**config.mk**
```make
export PLATFORM = sky130hd
export DESIGN_NAME = address_breakpoint_unit
export DESIGN_NICKNAME = d
export VERILOG_FILES = /design/src/hw/brk_pkg.sv /design/src/hw/addr_match.sv /design/src/hw/address_breakpoint_unit.sv
export SDC_FILE = /design/constraint.sdc
export NUM_CORES = 1
export LEC_CHECK = 0
export ABC_CLOCK_PERIOD_IN_PS = 2200
export BUFFER_PORTS_ARGS = -buffer_cell sky130_fd_sc_hd__buf_4
export CAP_MARGIN = 15
export CORE_MARGIN = 8
export CORE_UTILIZATION = 43
export DETAILED_ROUTE_END_ITERATION = 10
export GPL_TIMING_DRIVEN = 0
export HOLD_SLACK_MARGIN = 0.03
export PLACE_DENSITY = 0.8
export SYNTH_ARGS = -nofsm -noshare
export SYNTH_HDL_FRONTEND = slang
export SYNTH_SLANG_ARGS = --single-unit
```
**constraint.sdc**
```tcl
create_clock -name hclk -period 2.2 [get_ports hclk]
set_input_delay 0.11 -clock hclk [delete_from_list [all_inputs] [get_ports hclk]]
set_output_delay 0.11 -clock hclk [all_outputs]
set_load 0.05 [all_outputs]
```
**src/hw/brk_pkg.sv**
```systemverilog
// constants for the address breakpoint unit
package brk_pkg;
  // register byte offsets on the bus
  localparam logic [7:0] OFF_CTRL   = 8'h00; // enable and active flag
  localparam logic [7:0] OFF_ADDRH  = 8'h04;
  localparam logic [7:0] OFF_ADDRL  = 8'h08;
  localparam logic [7:0] OFF_FLAGC  = 8'h0c; // flag clear enable
  localparam logic [7:0] OFF_IRQST  = 8'h10;
  localparam logic [7:0] OFF_IRQMSK = 8'h14;
  // field positions
  localparam int BIT_ENABLE = 7;
  localparam int BIT_ACTIVE = 6;
  localparam int BIT_FCE    = 7;
  localparam int IRQ_ENTER  = 0;
  localparam int IRQ_EXIT   = 1;
  // vectors, reset values and the break state type
  localparam logic [15:0] VEC_NORMAL  = 16'hfffc;
  localparam logic [15:0] VEC_MONITOR = 16'hfefc;
  localparam logic [7:0]  RST_BYTE    = 8'h00;
  localparam logic [1:0]  RST_IRQ     = 2'h0;
  typedef enum logic [1:0] {ST_RUN, ST_ENTER, ST_BREAK} brk_state_t;
endpackage

```
**src/hw/addr_match.sv**
```systemverilog
// full-width comparator of the program counter against the break address
module addr_match #(
  parameter int AW = 16
) (
  input  wire logic [AW-1:0] pc,
  input  wire logic [AW-1:0] brk_addr,
  input  wire logic          fetch,
  input  wire logic          enable,
  output logic               hit
);
  // only a cpu-generated fetch address counts, data addresses are ignored
  assign hit = enable & fetch & (pc == brk_addr);
endmodule

```
**src/hw/address_breakpoint_unit.sv**
```systemverilog
// address breakpoint unit with ahb-lite register slave
module address_breakpoint_unit
  import brk_pkg::*;
#(
  parameter int AW = 16
) (
  input  wire logic          hclk,
  input  wire logic          hresetn,
  input  wire logic          hsel,
  input  wire logic [31:0]   haddr,
  input  wire logic [1:0]    htrans,
  input  wire logic          hwrite,
  input  wire logic [2:0]    hsize,
  input  wire logic [31:0]   hwdata,
  input  wire logic          hready,
  output logic               hreadyout,
  output logic               hresp,
  output logic [31:0]        hrdata,
  input  wire logic [AW-1:0] cpu_pc,
  input  wire logic          cpu_fetch,
  input  wire logic          cpu_insn_boundary,
  input  wire logic          cpu_rti,
  input  wire logic          monitor_mode,
  input  wire logic          periph_clear_req,
  output logic               breakpoint_request,
  output logic               force_swi,
  output logic [AW-1:0]      break_vector,
  output logic               break_state,
  output logic               watchdog_hold,
  output logic               periph_clear_allow,
  output logic               irq
);
  import brk_pkg::*;

  logic [7:0]  addr_high_reg;
  logic [7:0]  addr_low_reg;
  logic        enable_reg;
  logic        active_reg;
  logic        fce_reg;
  logic [1:0]  irq_status_reg;
  logic [1:0]  irq_mask_reg;
  logic        pend_reg;
  brk_state_t  state_reg;
  brk_state_t  state_next;
  logic        wr_pend_reg;
  logic [7:0]  wr_off_reg;
  logic [31:0] hrdata_reg;
  logic        match_hit;

  // address phase decode
  wire       ap_valid = hsel & hready & htrans[1];
  wire       ap_write = ap_valid & hwrite;
  wire       ap_read  = ap_valid & ~hwrite;
  wire [7:0] ap_off   = haddr[7:0];

  // data phase write strobes
  wire wr_ctrl  = wr_pend_reg && wr_off_reg == OFF_CTRL;
  wire wr_addrh = wr_pend_reg && wr_off_reg == OFF_ADDRH;
  wire wr_addrl = wr_pend_reg && wr_off_reg == OFF_ADDRL;
  wire wr_flagc = wr_pend_reg && wr_off_reg == OFF_FLAGC;
  wire wr_irqst = wr_pend_reg && wr_off_reg == OFF_IRQST;
  wire wr_irqmk = wr_pend_reg && wr_off_reg == OFF_IRQMSK;

  // zero-wait slave, every access answered okay
  assign hreadyout = 1'b1;
  assign hresp     = 1'b0;
  assign hrdata    = hrdata_reg;

  addr_match #(
    .AW(AW)
  ) u_match (
    .pc       (cpu_pc),
    .fetch    (cpu_fetch),
    .brk_addr ({addr_high_reg, addr_low_reg}),
    .enable   (enable_reg),
    .hit      (match_hit)
  );

  // break sources: address hit, or software writing one to the active flag
  wire sw_trigger = wr_ctrl & hwdata[BIT_ACTIVE];
  wire trigger    = (match_hit | sw_trigger) & (state_reg == ST_RUN);
  wire entering   = state_reg == ST_ENTER;
  wire break_done = (state_reg == ST_BREAK) & cpu_rti;

  // the request is held to the next instruction boundary so a software
  // trigger lands just before the next instruction, not mid-instruction
  assign breakpoint_request = match_hit | pend_reg;
  assign force_swi          = entering & cpu_insn_boundary;
  assign break_vector       = monitor_mode ? VEC_MONITOR : VEC_NORMAL;
  assign break_state        = state_reg != ST_RUN;
  assign watchdog_hold      = break_state;
  // suppress peripheral flag clears during break unless enabled
  assign periph_clear_allow = periph_clear_req & (~break_state | fce_reg);
  assign irq                = |(irq_status_reg & irq_mask_reg);

  // break sequencing
  always_comb begin
    state_next = state_reg;
    unique case (state_reg)
      ST_RUN:   if (trigger) state_next = ST_ENTER;
      ST_ENTER: if (cpu_insn_boundary) state_next = ST_BREAK;
      ST_BREAK: if (cpu_rti) state_next = ST_RUN;
    endcase
  end

  always_ff @(posedge hclk or negedge hresetn) begin
    if (!hresetn) begin
      state_reg <= ST_RUN;
      pend_reg  <= 1'b0;
    end else begin
      state_reg <= state_next;
      pend_reg  <= (trigger | pend_reg) & ~force_swi;
    end
  end

  // bus pipeline register for the data phase
  always_ff @(posedge hclk or negedge hresetn) begin
    if (!hresetn) begin
      wr_pend_reg <= 1'b0;
      wr_off_reg  <= RST_BYTE;
    end else begin
      wr_pend_reg <= ap_write;
      wr_off_reg  <= ap_off;
    end
  end

  // break address bytes
  always_ff @(posedge hclk or negedge hresetn) begin
    if (!hresetn) begin
      addr_high_reg <= RST_BYTE;
      addr_low_reg  <= RST_BYTE;
    end else begin
      if (wr_addrh) addr_high_reg <= hwdata[7:0];
      if (wr_addrl) addr_low_reg  <= hwdata[7:0];
    end
  end

  // enable, flag clear enable, active flag; a match beats a clearing write
  always_ff @(posedge hclk or negedge hresetn) begin
    if (!hresetn) begin
      enable_reg <= 1'b0;
      active_reg <= 1'b0;
      fce_reg    <= 1'b0;
    end else begin
      if (wr_ctrl) enable_reg <= hwdata[BIT_ENABLE];
      if (wr_flagc) fce_reg <= hwdata[BIT_FCE];
      if (match_hit) active_reg <= 1'b1;
      else if (wr_ctrl) active_reg <= hwdata[BIT_ACTIVE];
    end
  end

  // sticky events: break entered, break ended; set wins over clear
  wire [1:0] irq_set = {break_done, force_swi};
  always_ff @(posedge hclk or negedge hresetn) begin
    if (!hresetn) begin
      irq_status_reg <= RST_IRQ;
      irq_mask_reg   <= RST_IRQ;
    end else begin
      irq_status_reg <= irq_set | (irq_status_reg & ~({2{wr_irqst}} & hwdata[1:0]));
      if (wr_irqmk) irq_mask_reg <= hwdata[1:0];
    end
  end

  // read mux, unmapped offsets read zero
  logic [31:0] rd_mux;
  always_comb begin
    rd_mux = 32'h0;
    unique case (ap_off)
      OFF_CTRL:   rd_mux = {24'h0, enable_reg, active_reg, 6'h0};
      OFF_ADDRH:  rd_mux = {24'h0, addr_high_reg};
      OFF_ADDRL:  rd_mux = {24'h0, addr_low_reg};
      OFF_FLAGC:  rd_mux = {24'h0, fce_reg, 7'h0};
      OFF_IRQST:  rd_mux = {30'h0, irq_status_reg};
      OFF_IRQMSK: rd_mux = {30'h0, irq_mask_reg};
      default:    rd_mux = 32'h0;
    endcase
  end

  always_ff @(posedge hclk or negedge hresetn) begin
    if (!hresetn) hrdata_reg <= 32'h0;
    else if (ap_read) hrdata_reg <= rd_mux;
  end

  // checks
  a_match_request: assert property (@(posedge hclk) disable iff (!hresetn)
    (enable_reg && cpu_fetch && cpu_pc == {addr_high_reg, addr_low_reg}) |-> breakpoint_request)
    else $error("match without request");
  a_no_match_off: assert property (@(posedge hclk) disable iff (!hresetn)
    (!enable_reg && !pend_reg) |-> !breakpoint_request)
    else $error("request while disabled");
  a_match_sets_flag: assert property (@(posedge hclk) disable iff (!hresetn)
    match_hit |=> active_reg)
    else $error("active flag not set");
  a_vector_select: assert property (@(posedge hclk) disable iff (!hresetn)
    break_vector == (monitor_mode ? 16'hfefc : 16'hfffc))
    else $error("wrong break vector");
  a_swi_enter: assert property (@(posedge hclk) disable iff (!hresetn)
    force_swi |=> state_reg == ST_BREAK)
    else $error("swi without break");
  a_rti_exit: assert property (@(posedge hclk) disable iff (!hresetn)
    (state_reg == ST_BREAK && cpu_rti) |=> !break_state)
    else $error("rti did not end break");
  a_wdog_hold: assert property (@(posedge hclk) disable iff (!hresetn)
    $rose(break_state) |-> watchdog_hold)
    else $error("watchdog runs in break");
  a_sw_trigger: assert property (@(posedge hclk) disable iff (!hresetn)
    (sw_trigger && state_reg == ST_RUN) |=> state_reg == ST_ENTER)
    else $error("software break lost");
  a_clear_gate: assert property (@(posedge hclk) disable iff (!hresetn)
    (break_state && !fce_reg) |-> !periph_clear_allow)
    else $error("clear passed in break");
endmodule

```
==> impl_metrics.json <==
{
  "status": "finished clean",
  "hold_viol_final": 0,
  "synth_top_area_share_pct": 44.5,
  "clockBufferDepth": 2,
  "clk_latency_ns": 0.30,
  "muxShareOfSynthArea_pct": 11.1,
  "cp_cell_sequence": "xor2_1, nor4_2, nand4_1, buf_4, o32a_4, a31oi_1, o31ai_1",
  "viasPerCell": 4.56,
  "tritoncts": "built",
  "layout-drive-gt1-share_pct": 40.8,
  "yosysMostFrequentCell": "dfrtp_1",
  "synth.distinct_cells": 41,
  "n_antenna_cell": 0,
  "grt_pass1_wl_um": 9670,
  "synth_top_family_by_area": "buffers and inverters",
  "worstMarginPinSlew_ns": 0.548,
  "synth_common_cells": "dfrtp_1, buf_4, mux2_2",
  "p_total_w": 0.00230,
  "clock_sinks": 43,
  "synth_xor_area_share_pct": 5.80,
  "gp_congestion": 0.802,
  "ys_seq_area_share_pct": 44.5,
  "drtIter0Drc": 92,
  "endpoint_kind": "flop",
  "slew_violations": 0,
  "grt_usage_pct": 14.2,
  "fin_area_sq_mm": 0.00331,
  "async_flop_share_pct": 100,
  "fmax_ghz": 0.472,
  "io_pins": 151,
  "routedWlPerCell_um": 14.5,
  "drt_pass1_iterations": 4,
  "postRouteAntennaNets": 0,
  "yosys_register_bits": 43,
  "fillers": 457,
  "nets": 434,
  "peakVddDrop_mv": 0.481,
  "synthSimpleGateAreaFrac_pct": 10.9,
  "critPathSlowestCell": "dfrtp_1",
  "power_density_mw_per_mm2": 693,
  "hp-class": "input port to flop",
  "io_buffers": 57,
  "crit_family": "compound AO/OA/AOI/OAI gates",
  "yosys.area_share.adder_pct": 2.07,
  "postPlaceCellArea_sq_mm": 0.00309,
  "rsz0062_at_grt": "no",
  "critPathBufInv": 1,
  "vias": 1859,
  "rows": 27,
  "finalSetupViolations": 0,
  "syn2layout_area_growth_pct": 37.2,
  "start_util_pct": 44.1,
  "avgSynthCellArea_sq_um": 10.9,
  "chipHeight_um": 91.0,
  "drc_errors": 0,
  "crit_type": "flop to flop",
  "netlist_instances": 221,
  "crit_required_ns": 2.36,
  "yosysTopAreaCell": "dfrtp_1",
  "finClkSkew_ns": 0.00738,
  "grt_pass1_vias": 1965,
  "yosys_warnings": 0,
  "final.setup.tns_ns": 0,
  "wl_um": 5910,
  "cp-start-kind": "flop",
  "cp_max_fo": 6,
  "arrival_ns": 2.28,
  "numCtsBuffers": 5,
  "cpPeakStageDelay_ns": 0.40,
  "p_leak_nw": 1.67,
  "syn-cell-area_sq_mm": 0.00242,
  "hold_ws_ns": 0.0513,
  "core-area_sq_mm": 0.00547,
  "synth_edf_count": 0,
  "htreeDepth": 2,
  "clk_pin_slew_ns": 0.08,
  "dieArea_sq_mm": 0.00827,
  "synth_flop_cell": "dfrtp_1",
  "synth_compound_area_share_pct": 10.3,
  "post-dp-hpwl_um": 4730,
  "grt_max_degree": 44,
  "drv_cap": 0,
  "fin_crit_ns": 2.12,
  "antenna_found_initial": 0,
  "slew_headroom_pct": 63.5,
  "cts_root_buf": "clkbuf_8",
  "die_w_um": 91.0,
  "min_period_over_period_pct": 96.4,
  "overflow": 0,
  "yosys-top-cells-area": "dfrtp_1, buf_4, mux2_2"
}
==> layout by cell type, fill, tap and decap left out, types with 2 or more instances in the layout <==
master and n:
dfrtp_1 43, xor2_1 12, a21oi_1 3, o21ai_0 3
o31ai_1 9, xnor2_1 4, nor4_1 3, mux2_2 21
nand3_1 3, clkbuf_8 6, a22o_1 2, inv_1 9
a22oi_1 6, conb_1 41, nor3b_1 2, nand4b_1 2
ha_1 4, nor2_1 5, nand2_1 15, nor2b_1 5
a31oi_1 2, clkbuf_1 3, buf_4 101, dlygate4sd3_1 9
==> worst paths after layout <==
kind	start	endpoint	slack, ns	cells after the start
worst min-delay path	hwdata[5]	addr_low_reg[5]$_DFFE_PN0P_	0.05	2
worst max-delay path	addr_low_reg[3]$_DFFE_PN0P_	state_reg[0]$_DFFE_PN0P_	0.08	7
worst min register to register	hrdata[5]$_DFFE_PN0P_	hrdata[5]$_DFFE_PN0P_	0.48	2
min in group asynchronous	hresetn	irq_status_reg[1]$_DFF_PN0_	0.36	2
max in group asynchronous	hresetn	enable_reg$_DFFE_PN0P_	1.48	2
worst max register to register	addr_low_reg[3]$_DFFE_PN0P_	state_reg[0]$_DFFE_PN0P_	0.08	7
==> report_power, final <==
| part | switching (W) | internal [W] | total, W |
|---|---|---|---|
| Sequential | 0.0000388 | 0.000830 | 0.000869 |
| Clock | 0.000266 | 0.000367 | 0.000633 |
| Combinational | 0.000513 | 0.000283 | 0.000796 |
| Total | 0.000817 | 0.00148 | 0.00230 |
==> through the flow <==
stage	instances	util, %	setup slack, ns
floorplan	260	-	0.333
global placement	389	56.4	0.180
detailed placement	389	56.4	0.134
CTS	406	60.3	0.103
global route	408	60.6	0.000796
finish	408	60.6	0.0793
==> cells by family after synthesis <==
| kind of cell | count (synthesis) |
|---|---|
| AOI/OAI and AO/OA | 33 |
| xor gates and xnor gates | 16 |
| adders and majority gates | 4 |
| buffers and inverters | 54 |
| DFF | 43 |
| muxes | 23 |
| other | 2 |
| and+or+nand+nor | 46 |
==> metal layers <==
metal / up-vias / part of all wire (%) / track usage [%]
li1: 912 / - / -
met1: 853 / 43 / 17.3
met2: 85 / 47 / 22.6
met3: 9 / 9.5 / 6.17
met4: 0 / 0.96 / 3.27
met5: - / 0 / 0
==> timing repair <==
item	CTS	global route
resized for setup	1	0
setup endpoints to repair	1	1
hold endpoints to repair	51	0
pin swaps	0	2
hold buffers	9	0
setup buffers	0	2
==> cell type report <==
| class | count | area [sq um] | share of cell area, % |
|---|---|---|---|
| buffer | 45 | 327 | 9.85 |
| clock buffer | 6 | 82.6 | 2.49 |
| multi-input combinational | 163 | 1140 | 34.3 |
| tap | 72 | 90.1 | 2.72 |
| clock inverter | 2 | 35.0 | 1.06 |
| timing repair buffer | 68 | 533 | 16.1 |
| sequential | 43 | 1080 | 32.5 |
| inverter | 9 | 33.8 | 1.02 |
Note: power is estimated with default switching activity, not from simulation.
